<file path="src/rfsw_pkg.sv">
`default_nettype none
package rfsw_pkg;
  // Clock figures
  localparam int unsigned CLK_HZ = 50_000_000;
  localparam int unsigned US_PER_S = 1_000_000;
  localparam logic [5:0] CYC_PER_US = 6'(CLK_HZ / US_PER_S);
  // Register byte offsets
  localparam logic [5:0] OFS_CTRL = 6'h00;
  localparam logic [5:0] OFS_CMD = 6'h04;
  localparam logic [5:0] OFS_START = 6'h08;
  localparam logic [5:0] OFS_STOP = 6'h0c;
  localparam logic [5:0] OFS_CENTER = 6'h10;
  localparam logic [5:0] OFS_SPAN = 6'h14;
  localparam logic [5:0] OFS_STEP_LIN = 6'h18;
  localparam logic [5:0] OFS_STEP_LOG = 6'h1c;
  localparam logic [5:0] OFS_DWELL = 6'h20;
  localparam logic [5:0] OFS_CURRENT = 6'h24;
  localparam logic [5:0] OFS_STATUS = 6'h28;
  // Control field positions
  localparam int CTRL_FREQ_EN = 0;
  localparam int CTRL_LEVEL_EN = 1;
  localparam int CTRL_LF_EN = 2;
  localparam int CTRL_MODE_LO = 4;
  localparam int CTRL_MODE_HI = 6;
  localparam int CTRL_LOG = 8;
  localparam int CTRL_TRI = 9;
  localparam int CTRL_NEG = 10;
  // Command field positions
  localparam int CMD_EXEC = 0;
  localparam int CMD_RESET = 1;
  // Log step is a fraction of the frequency in units of 2^-16
  localparam int LOG_FRAC_BITS = 16;
  // Reset values
  localparam logic [31:0] START_RST = 32'h05f5_e100;
  localparam logic [31:0] STOP_RST = 32'h1dcd_6500;
  localparam logic [31:0] STEP_LIN_RST = 32'h000f_4240;
  localparam logic [31:0] STEP_LOG_RST = 32'h0000_028f;
  localparam logic [31:0] DWELL_US_RST = 32'h0000_2710;
  // Sweep modes
  typedef enum logic [2:0] {
    RFSW_AUTO = 3'h0,
    RFSW_SINGLE = 3'h1,
    RFSW_MAN_STEP = 3'h2,
    RFSW_EXT_SINGLE = 3'h3,
    RFSW_EXT_STEP = 3'h4,
    RFSW_EXT_START_STOP = 3'h5
  } rfsw_mode_t;
  typedef enum logic {RFSW_IDLE, RFSW_RUN} rfsw_state_t;
endpackage
`default_nettype wire

</file>
<file path="src/rfsw_step_if.sv">
`default_nettype none
// Step request and result between sequencer and step calculator
interface rfsw_step_if;
  logic [31:0] cur;
  logic [31:0] start;
  logic [31:0] stop;
  logic [31:0] step_lin;
  logic [31:0] step_log;
  logic log_sel;
  logic down;
  logic [31:0] nxt;
  logic past_end;
  modport seq (output cur, start, stop, step_lin, step_log, log_sel, down,
               input nxt, past_end);
  modport calc (input cur, start, stop, step_lin, step_log, log_sel, down,
                output nxt, past_end);
endinterface
`default_nettype wire

</file>
<file path="src/rfsw_step_calc.sv">
`default_nettype none
module rfsw_step_calc
  import rfsw_pkg::*;
(
  rfsw_step_if.calc s
);
  logic [63:0] prod;
  logic [31:0] inc;
  logic [32:0] sum;

  // Increment from spacing choice, never below one
  always_comb
  begin
    prod = 64'(s.cur) * 64'(s.step_log);
    if (s.log_sel)
      inc = prod[LOG_FRAC_BITS +: 32];
    else
      inc = s.step_lin;
    if (inc == 32'h0)
      inc = 32'h1;
  end

  // Next position and range overrun
  always_comb
  begin
    if (s.down)
    begin
      sum = {1'b0, s.cur} - {1'b0, inc};
      s.past_end = sum[32] || (sum[31:0] < s.start);
    end
    else
    begin
      sum = {1'b0, s.cur} + {1'b0, inc};
      s.past_end = sum > {1'b0, s.stop};
    end
    s.nxt = sum[31:0];
  end
endmodule
`default_nettype wire

</file>
<file path="src/rfsw_sweep.sv">
// Design decisions made here: the Avalon-MM interface to the registers and the register addresses.
`default_nettype none
module rfsw_sweep
  import rfsw_pkg::*;
(
  input wire logic i_clk_sys,
  input wire logic i_rst_n,
  input wire logic [5:0] i_avs_address,
  input wire logic i_avs_read,
  input wire logic i_avs_write,
  input wire logic [31:0] i_avs_writedata,
  input wire logic [3:0] i_avs_byteenable,
  output logic [31:0] o_avs_readdata,
  output logic o_avs_waitrequest,
  input wire logic i_instrument_trigger_input,
  output logic [31:0] o_freq,
  output logic o_sweep_running,
  output logic o_freq_sweep_on,
  output logic o_level_sweep_on,
  output logic o_lf_sweep_on
);
  rfsw_step_if si ();
  rfsw_mode_t mode_q;
  rfsw_mode_t new_mode;
  rfsw_state_t st_q;
  logic fen_q, len_q, lfen_q, log_q, tri_q, neg_q;
  logic [31:0] start_q, stop_q, steplin_q, steplog_q, dwell_q, freq_q;
  logic [31:0] center, span, rd_mux, wmask;
  logic [32:0] c_start, c_stop;
  logic down_q, restart_q, ack_q, trig_q;
  logic [1:0] phase_q;
  logic [37:0] cnt_q, dwell_cyc;
  logic [31:0] rdata_q;
  logic wr_go, ctrl_wr, mode_chg, exec_go, rst_go, man_go, trig_edge, tick;
  logic end_turn, cyc_end, one_shot;

  // Byte-lane merge of a write into an old value
  function automatic logic [31:0] merge(input logic [31:0] old_v,
                                        input logic [31:0] new_v,
                                        input logic [3:0] be);
    logic [31:0] r;
    r = old_v;
    for (int i = 0; i < 4; i++)
    begin
      if (be[i])
        r[8*i +: 8] = new_v[8*i +: 8];
    end
    return r;
  endfunction

  // Bus handshake: one wait cycle, then the request completes
  assign o_avs_waitrequest = (i_avs_read | i_avs_write) & ~ack_q;
  assign wr_go = i_avs_write & ack_q;

  always_ff @(posedge i_clk_sys or negedge i_rst_n)
  begin
    if (!i_rst_n)
      ack_q <= 1'b0;
    else
      ack_q <= (i_avs_read | i_avs_write) & ~ack_q;
  end

  // Derived centre and span
  assign span = stop_q - start_q;
  assign center = 32'(({1'b0, start_q} + {1'b0, stop_q}) >> 1);
  assign wmask = merge(32'h0, i_avs_writedata, i_avs_byteenable);

  // Read data mux
  always_comb
  begin
    rd_mux = 32'h0;
    unique case (i_avs_address)
      OFS_CTRL:
        rd_mux = {21'h0, neg_q, tri_q, log_q, 1'b0, mode_q, 1'b0,
                  lfen_q, len_q, fen_q};
      OFS_START: rd_mux = start_q;
      OFS_STOP: rd_mux = stop_q;
      OFS_CENTER: rd_mux = center;
      OFS_SPAN: rd_mux = span;
      OFS_STEP_LIN: rd_mux = steplin_q;
      OFS_STEP_LOG: rd_mux = steplog_q;
      OFS_DWELL: rd_mux = dwell_q;
      OFS_CURRENT: rd_mux = freq_q;
      OFS_STATUS:
        rd_mux = {27'h0, restart_q, phase_q, down_q, st_q == RFSW_RUN};
      default: rd_mux = 32'h0;
    endcase
  end

  // Registered read data, valid at the completing edge
  always_ff @(posedge i_clk_sys or negedge i_rst_n)
  begin
    if (!i_rst_n)
      rdata_q <= 32'h0;
    else if (i_avs_read & ~ack_q)
      rdata_q <= rd_mux;
  end
  assign o_avs_readdata = rdata_q;

  // Command decode
  assign ctrl_wr = wr_go && (i_avs_address == OFS_CTRL);
  assign new_mode = rfsw_mode_t'(wmask[CTRL_MODE_HI:CTRL_MODE_LO]);
  assign mode_chg = ctrl_wr && i_avs_byteenable[0] && (new_mode != mode_q) &&
                    (new_mode <= RFSW_EXT_START_STOP);
  assign exec_go = wr_go && (i_avs_address == OFS_CMD) && wmask[CMD_EXEC];
  assign rst_go = wr_go && (i_avs_address == OFS_CMD) && wmask[CMD_RESET];
  assign man_go = wr_go && (i_avs_address == OFS_CURRENT);

  // Sweep-type enables, at most one at a time
  always_ff @(posedge i_clk_sys or negedge i_rst_n)
  begin
    if (!i_rst_n)
    begin
      fen_q <= 1'b0;
      len_q <= 1'b0;
      lfen_q <= 1'b0;
    end
    else if (ctrl_wr && i_avs_byteenable[0])
    begin
      fen_q <= wmask[CTRL_FREQ_EN];
      len_q <= wmask[CTRL_LEVEL_EN] & ~wmask[CTRL_FREQ_EN];
      lfen_q <= wmask[CTRL_LF_EN] & ~wmask[CTRL_FREQ_EN] &
                ~wmask[CTRL_LEVEL_EN];
    end
  end

  // Mode and option bits
  always_ff @(posedge i_clk_sys or negedge i_rst_n)
  begin
    if (!i_rst_n)
    begin
      mode_q <= RFSW_AUTO;
      log_q <= 1'b0;
      tri_q <= 1'b0;
      neg_q <= 1'b0;
    end
    else if (ctrl_wr)
    begin
      if (i_avs_byteenable[0] && (new_mode <= RFSW_EXT_START_STOP))
        mode_q <= new_mode;
      if (i_avs_byteenable[1])
      begin
        log_q <= wmask[CTRL_LOG];
        tri_q <= wmask[CTRL_TRI];
        neg_q <= wmask[CTRL_NEG];
      end
    end
  end

  // Range writes with centre/span recomputation
  assign c_start = {1'b0, wmask} - {2'b0, span[31:1]};
  assign c_stop = {1'b0, wmask} + {2'b0, span[31:1]};

  always_ff @(posedge i_clk_sys or negedge i_rst_n)
  begin
    if (!i_rst_n)
    begin
      start_q <= START_RST;
      stop_q <= STOP_RST;
    end
    else if (wr_go)
    begin
      unique case (i_avs_address)
        OFS_START: start_q <= merge(start_q, i_avs_writedata,
                                    i_avs_byteenable);
        OFS_STOP: stop_q <= merge(stop_q, i_avs_writedata,
                                  i_avs_byteenable);
        OFS_CENTER:
        begin
          start_q <= c_start[31:0];
          stop_q <= c_stop[31:0];
        end
        OFS_SPAN:
        begin
          start_q <= center - {1'b0, wmask[31:1]};
          stop_q <= center + {1'b0, wmask[31:1]};
        end
        default: ;
      endcase
    end
  end

  // Step widths and dwell
  always_ff @(posedge i_clk_sys or negedge i_rst_n)
  begin
    if (!i_rst_n)
    begin
      steplin_q <= STEP_LIN_RST;
      steplog_q <= STEP_LOG_RST;
      dwell_q <= DWELL_US_RST;
    end
    else if (wr_go)
    begin
      unique case (i_avs_address)
        OFS_STEP_LIN: steplin_q <= merge(steplin_q, i_avs_writedata,
                                         i_avs_byteenable);
        OFS_STEP_LOG: steplog_q <= merge(steplog_q, i_avs_writedata,
                                         i_avs_byteenable);
        OFS_DWELL: dwell_q <= merge(dwell_q, i_avs_writedata,
                                    i_avs_byteenable);
        default: ;
      endcase
    end
  end

  // Trigger edge detect, polarity selectable
  always_ff @(posedge i_clk_sys or negedge i_rst_n)
  begin
    if (!i_rst_n)
      trig_q <= 1'b0;
    else
      trig_q <= i_instrument_trigger_input;
  end
  assign trig_edge = neg_q ? (trig_q & ~i_instrument_trigger_input)
                           : (~trig_q & i_instrument_trigger_input);

  // Step calculator hookup
  assign si.cur = freq_q;
  assign si.start = start_q;
  assign si.stop = stop_q;
  assign si.step_lin = steplin_q;
  assign si.step_log = steplog_q;
  assign si.log_sel = log_q;
  assign si.down = down_q;

  rfsw_step_calc u_calc (
    .s (si.calc)
  );

  // Range end handling shared by every step source
  assign end_turn = si.past_end && !down_q && tri_q;
  assign cyc_end = si.past_end && !end_turn;
  assign one_shot = (mode_q == RFSW_SINGLE) || (mode_q == RFSW_EXT_SINGLE);
  assign dwell_cyc = 38'(dwell_q) * 38'(CYC_PER_US);
  assign tick = (cnt_q + 38'h1) >= dwell_cyc;

  // Sweep sequencer
  always_ff @(posedge i_clk_sys or negedge i_rst_n)
  begin
    if (!i_rst_n)
    begin
      st_q <= RFSW_IDLE;
      freq_q <= START_RST;
      down_q <= 1'b0;
      restart_q <= 1'b0;
      phase_q <= 2'h0;
      cnt_q <= 38'h0;
    end
    else if (!fen_q)
    begin
      st_q <= RFSW_IDLE;
      cnt_q <= 38'h0;
    end
    else if (rst_go)
    begin
      freq_q <= start_q;
      down_q <= 1'b0;
      cnt_q <= 38'h0;
      if (mode_q == RFSW_SINGLE)
        st_q <= RFSW_IDLE;
    end
    else if (mode_chg)
    begin
      cnt_q <= 38'h0;
      phase_q <= 2'h0;
      unique case (new_mode)
        RFSW_AUTO:
        begin
          st_q <= RFSW_RUN;
          restart_q <= 1'b0;
        end
        RFSW_MAN_STEP:
        begin
          st_q <= RFSW_IDLE;
          restart_q <= 1'b0;
        end
        default:
        begin
          st_q <= RFSW_IDLE;
          restart_q <= 1'b1;
        end
      endcase
    end
    else if (exec_go && (mode_q == RFSW_SINGLE))
    begin
      freq_q <= start_q;
      down_q <= 1'b0;
      st_q <= RFSW_RUN;
      restart_q <= 1'b0;
      cnt_q <= 38'h0;
    end
    else if (trig_edge && (mode_q == RFSW_EXT_SINGLE))
    begin
      if (st_q == RFSW_IDLE)
      begin
        freq_q <= start_q;
        down_q <= 1'b0;
        st_q <= RFSW_RUN;
        restart_q <= 1'b0;
        cnt_q <= 38'h0;
      end
    end
    else if (trig_edge && (mode_q == RFSW_EXT_START_STOP))
    begin
      cnt_q <= 38'h0;
      restart_q <= 1'b0;
      if (phase_q == 2'h1)
      begin
        st_q <= RFSW_IDLE;
        phase_q <= 2'h2;
      end
      else
      begin
        freq_q <= start_q;
        down_q <= 1'b0;
        st_q <= RFSW_RUN;
        phase_q <= 2'h1;
      end
    end
    else if ((trig_edge && (mode_q == RFSW_EXT_STEP)) ||
             (man_go && (mode_q == RFSW_MAN_STEP)))
    begin
      if (restart_q)
      begin
        freq_q <= start_q;
        down_q <= 1'b0;
        restart_q <= 1'b0;
      end
      else if (end_turn)
        down_q <= 1'b1;
      else if (cyc_end)
      begin
        freq_q <= start_q;
        down_q <= 1'b0;
      end
      else
        freq_q <= si.nxt;
    end
    else if (st_q == RFSW_RUN)
    begin
      if (!tick)
        cnt_q <= cnt_q + 38'h1;
      else
      begin
        cnt_q <= 38'h0;
        if (end_turn)
          down_q <= 1'b1;
        else if (cyc_end)
        begin
          freq_q <= start_q;
          down_q <= 1'b0;
          if (one_shot)
            st_q <= RFSW_IDLE;
        end
        else
          freq_q <= si.nxt;
      end
    end
  end

  // Status outputs
  assign o_freq = freq_q;
  assign o_sweep_running = st_q == RFSW_RUN;
  assign o_freq_sweep_on = fen_q;
  assign o_level_sweep_on = len_q;
  assign o_lf_sweep_on = lfen_q;
endmodule
`default_nettype wire

</file>
<file path="config.mk">
export PLATFORM = sky130hd
export DESIGN_NAME = rfsw_sweep
export DESIGN_NICKNAME = d
export VERILOG_FILES = /design/src/rfsw_pkg.sv /design/src/rfsw_step_if.sv /design/src/rfsw_step_calc.sv /design/src/rfsw_sweep.sv
export SDC_FILE = /design/constraint.sdc
export NUM_CORES = 2
export LEC_CHECK = 0
export ABC_AREA = 1
export BUFFER_PORTS_ARGS = -buffer_cell sky130_fd_sc_hd__buf_2
export CAP_MARGIN = 20
export CORE_ASPECT_RATIO = 1.5
export CORE_MARGIN = 10
export CORE_UTILIZATION = 55
export CTS_BUF_LIST = sky130_fd_sc_hd__clkbuf_8
export DETAILED_ROUTE_END_ITERATION = 16
export PLACE_DENSITY_LB_ADDON = 0.3
export SYNTH_ARGS = -nofsm -noshare
export SYNTH_HDL_FRONTEND = slang
export SYNTH_HIERARCHICAL = 1
export SYNTH_SLANG_ARGS = --single-unit
</file>
<file path="constraint.sdc">
create_clock -name i_clk_sys -period 34.9 [get_ports i_clk_sys]
set_input_delay 0 -clock i_clk_sys [delete_from_list [all_inputs] [get_ports i_clk_sys]]
set_output_delay 0 -clock i_clk_sys [all_outputs]
set_load 0.05 [all_outputs]
</file>
==> flow_metrics.py <==
metrics = {
    "sta": {
        "slew_headroom_pct": 10.6,
        "period_minus_slack_ns": 14.76,
        "tns_ns": 0,
        "whs_ns": 0.107,
        "fmax_mhz": 67.7,
        "final-hold-violation-count": 0,
        "rsz0062_at_grt": "no",
        "slew_violations": 0,
        "finalSetupViolations": 0,
        "worstMarginPinSlew_ns": 1.34,
        "finalCritPeriodShare_pct": 42.3,
        "skew_ns": 0.0808,
    },
    "worst_hold_path": {
        "holdCritStartpoint": "i_avs_address[4]",
        "min_path_cells": 8,
        "min_to": "o_avs_readdata[4]",
        "hold_class": "input port to flip-flop",
    },
    "yosys": {
        "synth_edf_count": 0,
        "syn_inst": 10300,
        "synthTopCellsByCount": "nand2_1, inv_1, fa_1, nor2_1, ha_1",
        "ys_seq_area_share_pct": 10.2,
        "synth.largest_area_cell": "fa_1",
        "yosys_warnings": 6,
        "synth_area_leaders": "fa_1, nand2_1, inv_1",
        "syn_area_per_cell_um2": 6.64,
        "synthDistinctLibCells": 79,
        "async_reset_ff_share_pct": 100,
        "syn_area_um2": 68500,
        "synth.top_cell.area_share_pct": 23.7,
        "syn_nets": 11800,
        "post-synth-top-count-cell": "nand2_1",
        "ys_ff_latch": 278,
        "synth_ff_type": "dfrtp_1",
    },
    "setup_path": {
        "critPathLaunchType": "flip-flop",
        "required_ns": 35.59,
        "critPathArrivalTime_ns": 15.45,
        "r2r_start": "o_freq[14]",
        "crit_slowest_cell": "dfstp_2",
        "reg2reg_slack_ns": 20.14,
        "path_class": "flip-flop to flip-flop",
        "worst-r2r-cell-count": 57,
        "crit_fanout": 43,
        "rr_endpoint": "o_sweep_running",
        "cpPeakStageDelay_ns": 1.25,
        "critPathCaptureType": "flip-flop",
        "cpMostUsedCell": "nand2_1",
    },
    "routing": {
        "via_per_inst": 6.20,
        "drtAntennaViolNets": 0,
        "num_vias": 74100,
        "routed_wl_mm": 342,
        "detail_route.wl_per_cell_um": 28.6,
        "drc": 0,
        "drt-pass1-iter-count": 12,
        "first_iter_violations": 9571,
    },
    "power_and_ir_drop": {
        "leakagePower_nw": 42.3,
        "pwr_density_cell_nw_per_um2": 49.2,
        "sequentialPowerShare_pct": 12.4,
        "p_int_mw": 1.21,
        "switching_power_mw": 2.34,
        "swShare_pct": 66.0,
        "ir_worst_vdd_uv": 61.4,
        "p_clk_share_pct": 10.7,
        "combPwrFrac_pct": 76.9,
    },
    "finish": {
        "postLayoutCoreUtil_pct": 58.4,
        "syn2layout_area_growth_pct": 5.48,
        "final_cells": 12000,
        "drive_gt1_share_pct": 5.20,
        "layout.nets": 11800,
    },
    "run_status": {
        "status": "finished, final reports clean",
    },
    "grt": {
        "grt_overflow": 0,
        "busiest_layer": "met2",
        "grt_use_met3_pct": 13.8,
        "antenna_found_initial": 25,
        "use_met2_pct": 80.1,
        "grt_pass1_vias": 78000,
        "grt_max_degree": 71,
        "grt_pass1_wl_mm": 497,
        "globalRouteTotalUtil_pct": 48.9,
        "grtUsageMet1_pct": 45.6,
    },
    "placement": {
        "port_buffers": 115,
        "hpwl_mm": 273,
        "place_inst": 11800,
        "globalplace.congestion": 1.22,
    },
    "cts": {
        "clk_pin_slew_worst_paths_ns": 0.07,
        "cts_made_buffers": 48,
        "htreeDepth": 2,
        "cts_tree": "done",
        "cts_resized": 0,
        "cts_buffer_depth": 3,
        "clk_latency_ns": 0.82,
        "clock-root-buffer": "clkbuf_8",
        "cts_num_sinks": 278,
    },
    "floorplan": {
        "placementRows": 158,
        "core_um2": 124000,
        "die_area_um2": 139000,
        "start_util_pct": 55.4,
        "die_h_um": 452,
        "fp.dieW_um": 308,
        "io_pins": 116,
    },
    "flow_run": {
        "maxCapViolations": 0,
    },
}
-- cells in the final DEF, fill, tap and decap left out, types with 24 or more instances in the layout --
cell type	n
fa_1	813
nor2_1	678
inv_1	2385
dfstp_2	55
nand2_1	2859
xnor2_1	24
clkbuf_8	59
a221oi_1	24
xor2_1	122
o21ai_1	106
nand4_1	114
a211oi_1	38
dlygate4sd3_1	54
buf_4	108
ha_1	631
buf_2	115
o21ai_0	396
dfrtp_1	215
a21oi_1	460
inv_2	34
o22ai_1	25
nor3_1	119
o21bai_1	41
nand3_1	503
-- layer usage --
metal  vias up  part of all wire, %
li1      31400                    -
met2      5747                   46
met1     34400                   29
met4        12                   15
met3      2550                  9.8
met5         -                0.020
-- cell families (layout without fill, tap and decap cells) --
kind of cell / after synthesis / in the layout / synth area share, %
compound gates: 1267 / 1267 / 10.6
xor+xnor: 148 / 148 / 1.91
other cells: 0 / 15 / 0
flops: 278 / 278 / 10.2
simple gates: 4425 / 4425 / 26.6
fa+ha+maj: 1444 / 1444 / 35.3
buf+inv: 2762 / 2786 / 15.4
-- timing repair --
| action | 4_1_cts | 5_1_grt |
|---|---|---|
| hold endpoints to repair | 242 | 0 |
| hold buffers | 55 | 0 |
| buffers inserted | 0 | 0 |
-- how the worst max path moves through the flow --
stage | from | endpoint | slack [ns] | cells past startpoint
finish | o_freq[14] | o_sweep_running | 20.14 | 57
global route | o_freq[15] | o_freq[30] | 19.92 | 57
CTS | o_freq[14] | o_freq[30] | 20.89 | 64
detailed placement | o_freq[14] | o_freq[14] | 20.98 | 63
global placement | o_freq[14] | o_freq[28] | 20.97 | 64
floorplan | o_freq[28] | o_freq[27] | 23.62 | 61
-- final cells by class --
cell class,count,area [um2]
diodes,15,37.5
repair buffers,283,2010
fillers,11300,51400
inverters,2413,9060
clock inverters,31,317
multi-input cells,7284,51000
clock buffers,59,812
flip-flops and latches,278,7040
well taps,1600,2000
-- power groups by stage --
stage                     clock network, mW  registers, mW  logic, mW
after floorplan                           0          0.420       1.50
after global placement                    0          0.436       2.52
after detailed placement                  0          0.438       2.53
after CTS                             0.374          0.432       2.55
after global routing                  0.387          0.439       2.86
final                                 0.379          0.442       2.73
-- worst max-delay path: cells and delay by family, from the launching register on --
family          cells  cell delay [ns]
flops               1             1.25
simple gates       30             5.17
xor+xnor            1             0.27
compound gates      6             1.59
buf+inv             9             1.21
fa+ha+maj          11             5.03
-- through the flow --
stage	area (um2)	power, mW	setup slack (ns)
floorplan	68500	1.92	23.62
finish	72300	3.55	20.14
CTS	72200	3.36	20.89
global placement	70500	2.96	20.97
detailed placement	70500	2.97	20.98
global route	72300	3.69	19.92
-- state kept, by name, summed over array words and instances, names as in the netlist, 2 cells and up --
name	cells
si.step_log	32
si.step_lin	32
phase_q	2
dwell_q	32
o_freq	32
si.stop	32
o_avs_readdata	32
mode_q	3
si.start	32
cnt_q	38
Power figures use the tool's default switching activity.
